## config.mk

```make
export PLATFORM = sky130hd
export DESIGN_NAME = acp_clock_prescale_trim
export DESIGN_NICKNAME = d
export VERILOG_FILES = /design/src/verilog/acp_pkg.sv /design/src/verilog/acp_clock_prescale_trim.sv
export SDC_FILE = /design/constraint.sdc
export NUM_CORES = 1
export LEC_CHECK = 0
export BUFFER_PORTS_ARGS = -buffer_cell sky130_fd_sc_hd__buf_2
export CORE_ASPECT_RATIO = 1.4
export CORE_MARGIN = 10
export CORE_UTILIZATION = 51
export DETAILED_ROUTE_END_ITERATION = 16
export PLACE_DENSITY = 0.86
export SYNTH_ARGS = -nofsm -noshare
export SYNTH_HDL_FRONTEND = slang
export SYNTH_SLANG_ARGS = --single-unit
```

## constraint.sdc

```tcl
create_clock -name pclk -period 1.95 [get_ports pclk]
set_clock_uncertainty 0.05 [all_clocks]
set_input_delay 0.195 -clock pclk [delete_from_list [all_inputs] [get_ports pclk]]
set_output_delay 0.195 -clock pclk [all_outputs]
set_load 0.01 [all_outputs]
```

## src/verilog/acp_pkg.sv

```systemverilog
`default_nettype none
package acp_pkg;
  // register byte offsets
  localparam logic [11:0] ACP_OFF_PRESCALE = 12'h03c;
  localparam logic [11:0] ACP_OFF_TRIM_CTRL = 12'h040;
  localparam logic [11:0] ACP_OFF_TRIM_CNT = 12'h044;
  localparam logic [11:0] ACP_OFF_IRQ_STATUS = 12'h048;
  localparam logic [11:0] ACP_OFF_IRQ_MASK = 12'h04c;
  localparam int ACP_ADDR_W = 12;

  // reset values
  localparam logic [31:0] ACP_RST_PRESCALE = 32'h0000_0000;
  localparam logic [2:0] ACP_RST_IRQ_MASK = 3'h0;

  // prescale register field positions (lsb of each 2-bit select)
  localparam int ACP_NUM_STD = 8;
  localparam int ACP_POS_AUDIO = 20;
  localparam int ACP_POS_SC1 = 18;
  localparam int ACP_POS_SC0 = 16;
  localparam int ACP_POS_BACKUP = 14;
  localparam int ACP_POS_WDOG = 12;
  localparam int ACP_POS_CMP = 8;
  localparam int ACP_POS_ADC = 4;
  localparam int ACP_POS_EXTI = 2;
  localparam int ACP_POS_AFIO = 0;
  // writable bits of the prescale register, the rest reads as zero
  localparam logic [31:0] ACP_PRESCALE_WMASK = 32'h003f_f33f;
  // backup access divider starts at divide by 4
  localparam logic [2:0] ACP_BACKUP_BASE_SHIFT = 3'h2;

  // index of each standard select within the clock-enable vector
  localparam int ACP_IDX_AUDIO = 7;
  localparam int ACP_IDX_SC1 = 6;
  localparam int ACP_IDX_SC0 = 5;
  localparam int ACP_IDX_WDOG = 4;
  localparam int ACP_IDX_CMP = 3;
  localparam int ACP_IDX_ADC = 2;
  localparam int ACP_IDX_EXTI = 1;
  localparam int ACP_IDX_AFIO = 0;

  // trim control register fields
  localparam int ACP_POS_COARSE = 24;
  localparam int ACP_POS_FINE = 16;
  localparam int ACP_POS_LOCK = 7;
  localparam int ACP_POS_REFSEL = 5;
  localparam int ACP_POS_MODE = 4;
  localparam int ACP_POS_ATC_EN = 1;
  localparam int ACP_POS_TRIM_EN = 0;
  localparam int ACP_COARSE_W = 5;
  localparam int ACP_FINE_W = 8;
  localparam int ACP_CNT_W = 14;

  // interrupt status bit positions
  localparam int ACP_IRQ_LOCK_GAIN = 0;
  localparam int ACP_IRQ_LOCK_LOSS = 1;
  localparam int ACP_IRQ_FINE_UPD = 2;
  localparam int ACP_IRQ_W = 3;

  // trim mode select
  typedef enum logic {
    ACP_MODE_AUTO = 1'b0,
    ACP_MODE_MANUAL = 1'b1
  } acp_mode_t;

  // reference for the auto-trim controller
  typedef enum logic [1:0] {
    ACP_REF_LOW_SPEED_XTAL = 2'b00,
    ACP_REF_USB_FRAME = 2'b01,
    ACP_REF_EXT_PIN = 2'b10,
    ACP_REF_EXT_PIN_ALT = 2'b11
  } acp_ref_t;

  // settings handed to the oscillator and the auto-trim controller
  typedef struct packed {
    logic [ACP_COARSE_W-1:0] coarse;
    logic [ACP_FINE_W-1:0] fine;
    acp_ref_t ref_sel;
    acp_mode_t mode;
    logic atc_run;
    logic trim_en;
  } acp_trim_t;

  // what the auto-trim controller reports back
  typedef struct packed {
    logic fine_load;
    logic [ACP_FINE_W-1:0] fine_value;
    logic locked;
    logic [ACP_CNT_W-1:0] count;
  } acp_atc_t;
endpackage : acp_pkg
`default_nettype wire

```

## src/verilog/acp_clock_prescale_trim.sv

```systemverilog
`timescale 1ns/1ps
`default_nettype none

// Overview of operation
// standard selects divide by 1, 2, 4, 8
// bits 21:20 select audio serial clock divider
// bits 19:18 smartcard1, 17:16 smartcard0 dividers
// bits 15:14 backup access divide 4 to 32
// bits 13:12 select watchdog access divider
// bits 9:8 select comparator clock divider
// bits 5:4 select converter controller divider
// bits 3:2 select external interrupt divider
// bits 1:0 select alternate-function io divider
// coarse trim loads factory value, ignores writes
// fine trim loads factory value at startup, as coarse does
// fine trim writable by software and controller
// bit 7 shows frequency lock
// bits 6:5 select auto-trim reference clock
// bit 4 chooses automatic or manual trim
// bit 1 enables auto-trim controller
// bit 0 enables all trimming
// controller updates fine only when fully enabled
// counter register shows 14-bit controller count
module acp_clock_prescale_trim #(
  parameter int DIV_CNT_W = 5
) (
  input wire logic pclk,
  input wire logic presetn,
  input wire logic psel,
  input wire logic penable,
  input wire logic pwrite,
  input wire logic [acp_pkg::ACP_ADDR_W-1:0] paddr,
  input wire logic [31:0] pwdata,
  output logic [31:0] prdata,
  output logic pready,
  output logic pslverr,
  input wire logic [acp_pkg::ACP_COARSE_W-1:0] factory_coarse,
  input wire logic [acp_pkg::ACP_FINE_W-1:0] factory_fine,
  input wire acp_pkg::acp_atc_t atc_status,
  output logic [acp_pkg::ACP_NUM_STD-1:0] periph_clk_en,
  output logic backup_access_clk_en,
  output acp_pkg::acp_trim_t trim_cfg,
  output logic irq
);
  import acp_pkg::*;

  logic [31:0] prescale_q;
  logic [ACP_COARSE_W-1:0] coarse_q;
  logic [ACP_FINE_W-1:0] fine_q;
  acp_ref_t refsel_q;
  acp_mode_t mode_q;
  logic atc_en_q;
  logic trim_en_q;
  logic lock_q;
  logic [ACP_CNT_W-1:0] count_q;
  logic [ACP_IRQ_W-1:0] status_q;
  logic [ACP_IRQ_W-1:0] mask_q;
  logic [ACP_IRQ_W-1:0] rd_snap_q;
  logic startup_q;
  logic [DIV_CNT_W-1:0] div_cnt_q;
  logic [31:0] rdata_d;
  logic mapped_d;
  logic setup;
  logic access;
  logic wr_access;
  logic atc_owns_fine;
  logic [ACP_IRQ_W-1:0] events;
  logic [ACP_IRQ_W-1:0] status_d;
  logic [2:0] std_shift [ACP_NUM_STD];
  logic [2:0] backup_shift;

  // apb phases; write and read-clear take effect only at the access edge
  assign setup = psel && !penable;
  assign access = psel && penable && pready;
  assign wr_access = access && pwrite;

  // the controller only steers fine trim when every enable agrees
  assign atc_owns_fine = trim_en_q && atc_en_q && (mode_q == ACP_MODE_AUTO);

  // factory values are captured by a clocked process once reset is released
  always_ff @(posedge pclk or negedge presetn) begin
    if (!presetn) begin
      startup_q <= 1'b1;
    end else begin
      startup_q <= 1'b0;
    end
  end

  // prescale selects, plain read/write
  always_ff @(posedge pclk or negedge presetn) begin
    if (!presetn) begin
      prescale_q <= ACP_RST_PRESCALE;
    end else if (wr_access && paddr == ACP_OFF_PRESCALE) begin
      prescale_q <= pwdata & ACP_PRESCALE_WMASK;
    end
  end

  // coarse trim: factory only, a bus write never reaches it
  always_ff @(posedge pclk or negedge presetn) begin
    if (!presetn) begin
      coarse_q <= '0;
    end else if (startup_q) begin
      coarse_q <= factory_coarse;
    end
  end

  // fine trim: factory at startup, then controller or software
  always_ff @(posedge pclk or negedge presetn) begin
    if (!presetn) begin
      fine_q <= '0;
    end else if (startup_q) begin
      fine_q <= factory_fine;
    end else if (atc_owns_fine && atc_status.fine_load) begin
      fine_q <= atc_status.fine_value;
    end else if (!atc_owns_fine && wr_access && paddr == ACP_OFF_TRIM_CTRL) begin
      fine_q <= pwdata[ACP_POS_FINE +: ACP_FINE_W];
    end
  end

  // trim control bits written by software
  always_ff @(posedge pclk or negedge presetn) begin
    if (!presetn) begin
      refsel_q <= ACP_REF_LOW_SPEED_XTAL;
      mode_q <= ACP_MODE_AUTO;
      atc_en_q <= 1'b0;
      trim_en_q <= 1'b0;
    end else if (wr_access && paddr == ACP_OFF_TRIM_CTRL) begin
      refsel_q <= acp_ref_t'(pwdata[ACP_POS_REFSEL +: 2]);
      mode_q <= acp_mode_t'(pwdata[ACP_POS_MODE]);
      atc_en_q <= pwdata[ACP_POS_ATC_EN];
      trim_en_q <= pwdata[ACP_POS_TRIM_EN];
    end
  end

  // lock flag follows the controller only while it runs; the counter snapshot follows it always
  always_ff @(posedge pclk or negedge presetn) begin
    if (!presetn) begin
      lock_q <= 1'b0;
      count_q <= '0;
    end else begin
      lock_q <= trim_en_q && atc_en_q && atc_status.locked;
      count_q <= atc_status.count;
    end
  end

  // events: lock gained, lock lost, controller moved the fine trim
  always_comb begin
    events = '0;
    events[ACP_IRQ_LOCK_GAIN] = !lock_q && trim_en_q && atc_en_q && atc_status.locked;
    events[ACP_IRQ_LOCK_LOSS] = lock_q && !(trim_en_q && atc_en_q && atc_status.locked);
    events[ACP_IRQ_FINE_UPD] = !startup_q && atc_owns_fine && atc_status.fine_load;
  end

  // read clears only bits that were seen; a new event always wins
  always_comb begin
    status_d = status_q;
    if (access && !pwrite && paddr == ACP_OFF_IRQ_STATUS) begin
      status_d = status_q & ~rd_snap_q;
    end
    status_d = status_d | events;
  end

  always_ff @(posedge pclk or negedge presetn) begin
    if (!presetn) begin
      status_q <= '0;
    end else begin
      status_q <= status_d;
    end
  end

  // interrupt mask, same layout as status
  always_ff @(posedge pclk or negedge presetn) begin
    if (!presetn) begin
      mask_q <= ACP_RST_IRQ_MASK;
    end else if (wr_access && paddr == ACP_OFF_IRQ_MASK) begin
      mask_q <= pwdata[ACP_IRQ_W-1:0];
    end
  end

  // level interrupt from the next status so it tracks status_q exactly
  always_ff @(posedge pclk or negedge presetn) begin
    if (!presetn) begin
      irq <= 1'b0;
    end else begin
      irq <= |(status_d & mask_q);
    end
  end

  // read mux, reserved bits zero
  always_comb begin
    rdata_d = '0;
    mapped_d = 1'b1;
    case (paddr)
      ACP_OFF_PRESCALE: begin
        rdata_d = prescale_q;
      end
      ACP_OFF_TRIM_CTRL: begin
        rdata_d[ACP_POS_COARSE +: ACP_COARSE_W] = coarse_q;
        rdata_d[ACP_POS_FINE +: ACP_FINE_W] = fine_q;
        rdata_d[ACP_POS_LOCK] = lock_q;
        rdata_d[ACP_POS_REFSEL +: 2] = refsel_q;
        rdata_d[ACP_POS_MODE] = mode_q;
        rdata_d[ACP_POS_ATC_EN] = atc_en_q;
        rdata_d[ACP_POS_TRIM_EN] = trim_en_q;
      end
      ACP_OFF_TRIM_CNT: begin
        rdata_d[ACP_CNT_W-1:0] = count_q;
      end
      ACP_OFF_IRQ_STATUS: begin
        rdata_d[ACP_IRQ_W-1:0] = status_q | events;
      end
      ACP_OFF_IRQ_MASK: begin
        rdata_d[ACP_IRQ_W-1:0] = mask_q;
      end
      default: begin
        mapped_d = 1'b0;
      end
    endcase
  end

  // one fixed wait-free access: answer is prepared in the setup cycle
  always_ff @(posedge pclk or negedge presetn) begin
    if (!presetn) begin
      pready <= 1'b0;
      prdata <= '0;
      pslverr <= 1'b0;
      rd_snap_q <= '0;
    end else if (setup) begin
      pready <= 1'b1;
      prdata <= pwrite ? 32'h0000_0000 : rdata_d;
      pslverr <= !mapped_d;
      rd_snap_q <= rdata_d[ACP_IRQ_W-1:0];
    end else begin
      pready <= 1'b0;
      pslverr <= 1'b0;
    end
  end

  // free-running base counter for all dividers
  always_ff @(posedge pclk or negedge presetn) begin
    if (!presetn) begin
      div_cnt_q <= '0;
    end else begin
      div_cnt_q <= div_cnt_q + 1'b1;
    end
  end

  // divide ratio is a power of two, so the select is a shift amount
  assign std_shift[ACP_IDX_AUDIO] = {1'b0, prescale_q[ACP_POS_AUDIO +: 2]};
  assign std_shift[ACP_IDX_SC1] = {1'b0, prescale_q[ACP_POS_SC1 +: 2]};
  assign std_shift[ACP_IDX_SC0] = {1'b0, prescale_q[ACP_POS_SC0 +: 2]};
  assign std_shift[ACP_IDX_WDOG] = {1'b0, prescale_q[ACP_POS_WDOG +: 2]};
  assign std_shift[ACP_IDX_CMP] = {1'b0, prescale_q[ACP_POS_CMP +: 2]};
  assign std_shift[ACP_IDX_ADC] = {1'b0, prescale_q[ACP_POS_ADC +: 2]};
  assign std_shift[ACP_IDX_EXTI] = {1'b0, prescale_q[ACP_POS_EXTI +: 2]};
  assign std_shift[ACP_IDX_AFIO] = {1'b0, prescale_q[ACP_POS_AFIO +: 2]};
  // backup access runs four times slower than the standard scale
  assign backup_shift = {1'b0, prescale_q[ACP_POS_BACKUP +: 2]} + ACP_BACKUP_BASE_SHIFT;

  // an enable fires when the low bits of the counter are all zero
  function automatic logic tick(input logic [DIV_CNT_W-1:0] cnt, input logic [2:0] sh);
    logic [DIV_CNT_W-1:0] low_mask;
    low_mask = DIV_CNT_W'((32'h1 << sh) - 32'h1);
    return (cnt & low_mask) == '0;
  endfunction : tick

  // registered one-cycle enable pulses; divide by 1 holds high
  for (genvar i = 0; i < ACP_NUM_STD; i++) begin : g_std_en
    always_ff @(posedge pclk or negedge presetn) begin
      if (!presetn) begin
        periph_clk_en[i] <= 1'b0;
      end else begin
        periph_clk_en[i] <= tick(div_cnt_q, std_shift[i]);
      end
    end
  end

  always_ff @(posedge pclk or negedge presetn) begin
    if (!presetn) begin
      backup_access_clk_en <= 1'b0;
    end else begin
      backup_access_clk_en <= tick(div_cnt_q, backup_shift);
    end
  end

  // settings driven to the oscillator and controller
  always_ff @(posedge pclk or negedge presetn) begin
    if (!presetn) begin
      trim_cfg <= '0;
    end else begin
      trim_cfg.coarse <= coarse_q;
      trim_cfg.fine <= fine_q;
      trim_cfg.ref_sel <= refsel_q;
      trim_cfg.mode <= mode_q;
      trim_cfg.atc_run <= atc_en_q && trim_en_q;
      trim_cfg.trim_en <= trim_en_q;
    end
  end

endmodule : acp_clock_prescale_trim
`default_nettype wire

```

==> run summary <==
===============================================================================
Cell-internal power                                                     4680 uW
Flip-flop and latch count after synthesis                                   125
Dominant register cell in the synthesized netlist                  sky130_fd_sc_hd__dfrtp_1
Number of endpoints with negative hold slack in the final report              0
Worst Hold Launch                                                     pwdata[0]
Main area contributors after synthesis                             sky130_fd_sc_hd__dfrtp_1, sky130_fd_sc_hd__mux2_2, sky130_fd_sc_hd__nand2_1, sky130_fd_sc_hd__o21ai_0, sky130_fd_sc_hd__mux2_4
EDFF count, synth                                                             0
Cell-by-cell trace of the critical path                            or2_2 > ha_1 > inv_1 > a221oi_1
Fin. max-slew vios                                                            0
Sequential share of power                                                 45.1%
Power density over cell area                                        865 mW/mm^2
Net Sw Frac                                                               22.2%
Chip width                                                               104 um
Startpoint Class                                                           flop
Worst-path clk slew                                                     0.05 ns
Port Buffers                                                                133
Highest attainable clock frequency                                    0.558 GHz
Number of I/O pins                                                          148
Remaining DRCs                                                                0
Vias                                                                       4102
Synth-to-Final Area Change                                                37.3%
Die area                                                           0.0144 sq mm
Post-layout total power                                                 6020 uW
Antenna violations before repair                                              1
Result of the run                                                     completed
Startpoint of the lowest-slack register-to-register path           prescale_q[17]
Final weighted congestion in routability-driven placement                 0.906
Number of buffers on the longest clock path                                   2
Global route overflow                                                         0
Detailed Route Iter0 Violations                                             319
Multi-input gate area in the final layout                          0.00179 sq mm
Element type at the critical path end                                      flop
Maximum ir drop on the vdd rail                                        0.637 mV
Floorplan row count                                                          43
Leading area contributor after synthesis                           sky130_fd_sc_hd__dfrtp_1
Highest cell delay on the worst timing path                             0.46 ns
Vias in the first global route                                             4485
Initial core utilization                                                  51.8%
Buf/Inv on CP                                                                 1
End-of-flow core utilization                                              71.1%
Syn Inst Count                                                              415
Detailed Routing Iterations Pass 1                                            7
Number of instances resized during post-cts repair                            0
Final net count                                                             700
CTS H-tree depth                                                              4
Aggregate global-route resource usage                                     20.4%
Maxcap violations                                                             0
Type of the worst min-delay path                                   primary input to flop
Pin count of the biggest net entering global routing                         39
Standby leakage power                                                0.00345 uW
Critical path start-end classification                             flop to flop
Post-synthesis sequential area ratio                                      61.7%
First-pass GRT wire length                                             23100 um
Synth Warn #                                                                  0
Aggregate routed wire length                                           14300 um
Cell with the most instances after synthesis                       sky130_fd_sc_hd__dfrtp_1
Count of clock tree sinks                                                   125
Worst path top cell family by delay                                compound AO/OA/AOI/OAI gates
Critical path data arrival time                                         1.99 ns
Antenna viol nets, final                                                      0
Ys async rst share                                                         100%
Top cell type's share of synthesized area                                 61.2%
Total area of sequential cells                                     0.00313 sq mm
Fraction of final layout cells sized beyond drive strength 1              36.9%
Count of cell types in the netlist                                           55
Average size of a mapped cell                                        12.2 sq um
Number of filler instances in the final layout                              682
Clock Root Buffer                                                  sky130_fd_sc_hd__clkbuf_16
Power share of the combinational group                                     6.6%
Maximum fanout encountered on the critical timing path                        6
Area of the mapped netlist                                         0.00507 sq mm
Final period util                                                         91.9%
Fin crit period                                                         1.79 ns
Clock share of power                                                      48.3%
Routed length per placed instance                                       18.8 um
Worst path slowest cell                                            sky130_fd_sc_hd__a221oi_1
Floorplan Core Area                                                0.00979 sq mm
Insertion delay of the later-clocked pin in the worst-skew pair         0.41 ns
Top cell types by occurrence after synthesis                       sky130_fd_sc_hd__dfrtp_1, sky130_fd_sc_hd__nand2_1, sky130_fd_sc_hd__o21ai_0
Data required time of the worst path                                    2.15 ns
DP HPWL                                                                 9830 um
Clock tree from TritonCTS                                                   yes
Chip height                                                              138 um
Setup-violating endpoint count in the final report                            0
Critical Path Start                                                prescale_q[17]
Mean number of vias per cell                                               5.40
Switching power                                                         1340 uW
Setup repair after global routing missed its margin                          no
Cts bufs inserted                                                            17
===============================================================================
==> final timing paths <==
kind	to	slack, ns	cells after the start
min in group asynchronous	pready	0.23	2
hold reg to reg	trim_cfg[15]	0.35	0
setup / recovery	periph_clk_en[5]	0.16	4
setup reg to reg	periph_clk_en[5]	0.16	4
max in group asynchronous	startup_q	1.00	3
hold / removal	prescale_q[0]	0.04	2
==> through the flow <==
step	hold slack (ns)	TNS [ns]	instance area [sq um]	cells	setup slack (ns)
3_3_place_gp	0.119	-0.0119	6020	688	-0.0119
3_5_place_dp	0.134	-0.0992	6020	688	-0.0324
6_report	0.0396	0	6960	759	0.158
5_1_grt	0.0307	0	6960	759	0.0985
4_1_cts	0.0218	0	6960	758	0.243
2_1_floorplan	-0.151	0	5080	418	0.0409
==> cell usage in the layout, fill, tap and decap left out, types with 8 or more instances in the layout <==
cell type	n
sky130_fd_sc_hd__buf_2	132
sky130_fd_sc_hd__dfrtp_1	124
sky130_fd_sc_hd__nand2_1	53
sky130_fd_sc_hd__dlygate4sd3_1	38
sky130_fd_sc_hd__o21ai_0	31
sky130_fd_sc_hd__mux2_2	23
sky130_fd_sc_hd__nor2_1	22
sky130_fd_sc_hd__buf_4	21
sky130_fd_sc_hd__clkbuf_16	17
sky130_fd_sc_hd__inv_1	16
sky130_fd_sc_hd__a22oi_1	15
sky130_fd_sc_hd__a21oi_1	11
sky130_fd_sc_hd__mux2i_1	11
sky130_fd_sc_hd__a222oi_1	10
sky130_fd_sc_hd__mux2_4	8
==> cell families after synthesis <==
| family | after synthesis | share of synthesized area, % |
|---|---|---|
| AO/OA/AOI/OAI | 89 | 12.0 |
| flip-flops | 125 | 61.7 |
| adder cells (fa/ha/maj) | 4 | 0.987 |
| other | 1 | 0.0740 |
| buffers and inverters | 37 | 3.28 |
| AND/OR/NAND/NOR | 114 | 11.8 |
| multiplexers | 42 | 9.65 |
| XOR/XNOR | 3 | 0.518 |
==> power groups by stage <==
stage	combinational, uW	clock, uW	sequential, uW
floorplan	106	0	2770
global placement	330	0	2750
detailed placement	339	0	2760
CTS	400	2940	2710
global route	441	3050	2720
finish	399	2910	2720
==> layout make-up <==
cell class,instances,share of cell area [%]
Antenna cell,1,0.0360
Multi-Input combinational cell,256,25.7
Clock inverter,10,1.29
Clock buffer,22,6.67
Tap cell,135,2.43
Sequential cell,125,45.0
Inverter,16,0.863
Timing Repair Buffer,194,18.1
==> what timing repair did <==
item,CTS,global route
hold buffers,38,0
setup buffers,0,0
hold endpoints to repair,71,0
==> sequential cells by signal, summed over array words and instances (netlist names), 3 cells and up <==
name           cells
coarse_q           5
count_q           14
div_cnt_q          5
fine_q             8
mask_q             3
periph_clk_en      8
prdata            29
prescale_q        18
rd_snap_q          3
status_q           3
trim_cfg          18
==> metal layers <==
layer	track usage, %	up-vias	part of all wire, %
li1	-	1869	-
met1	21.3	2025	37
met2	35.9	179	53
met3	6.47	29	7.1
met4	11.6	0	2.5
met5	0	-	0
(Power assumes the default switching activity.)
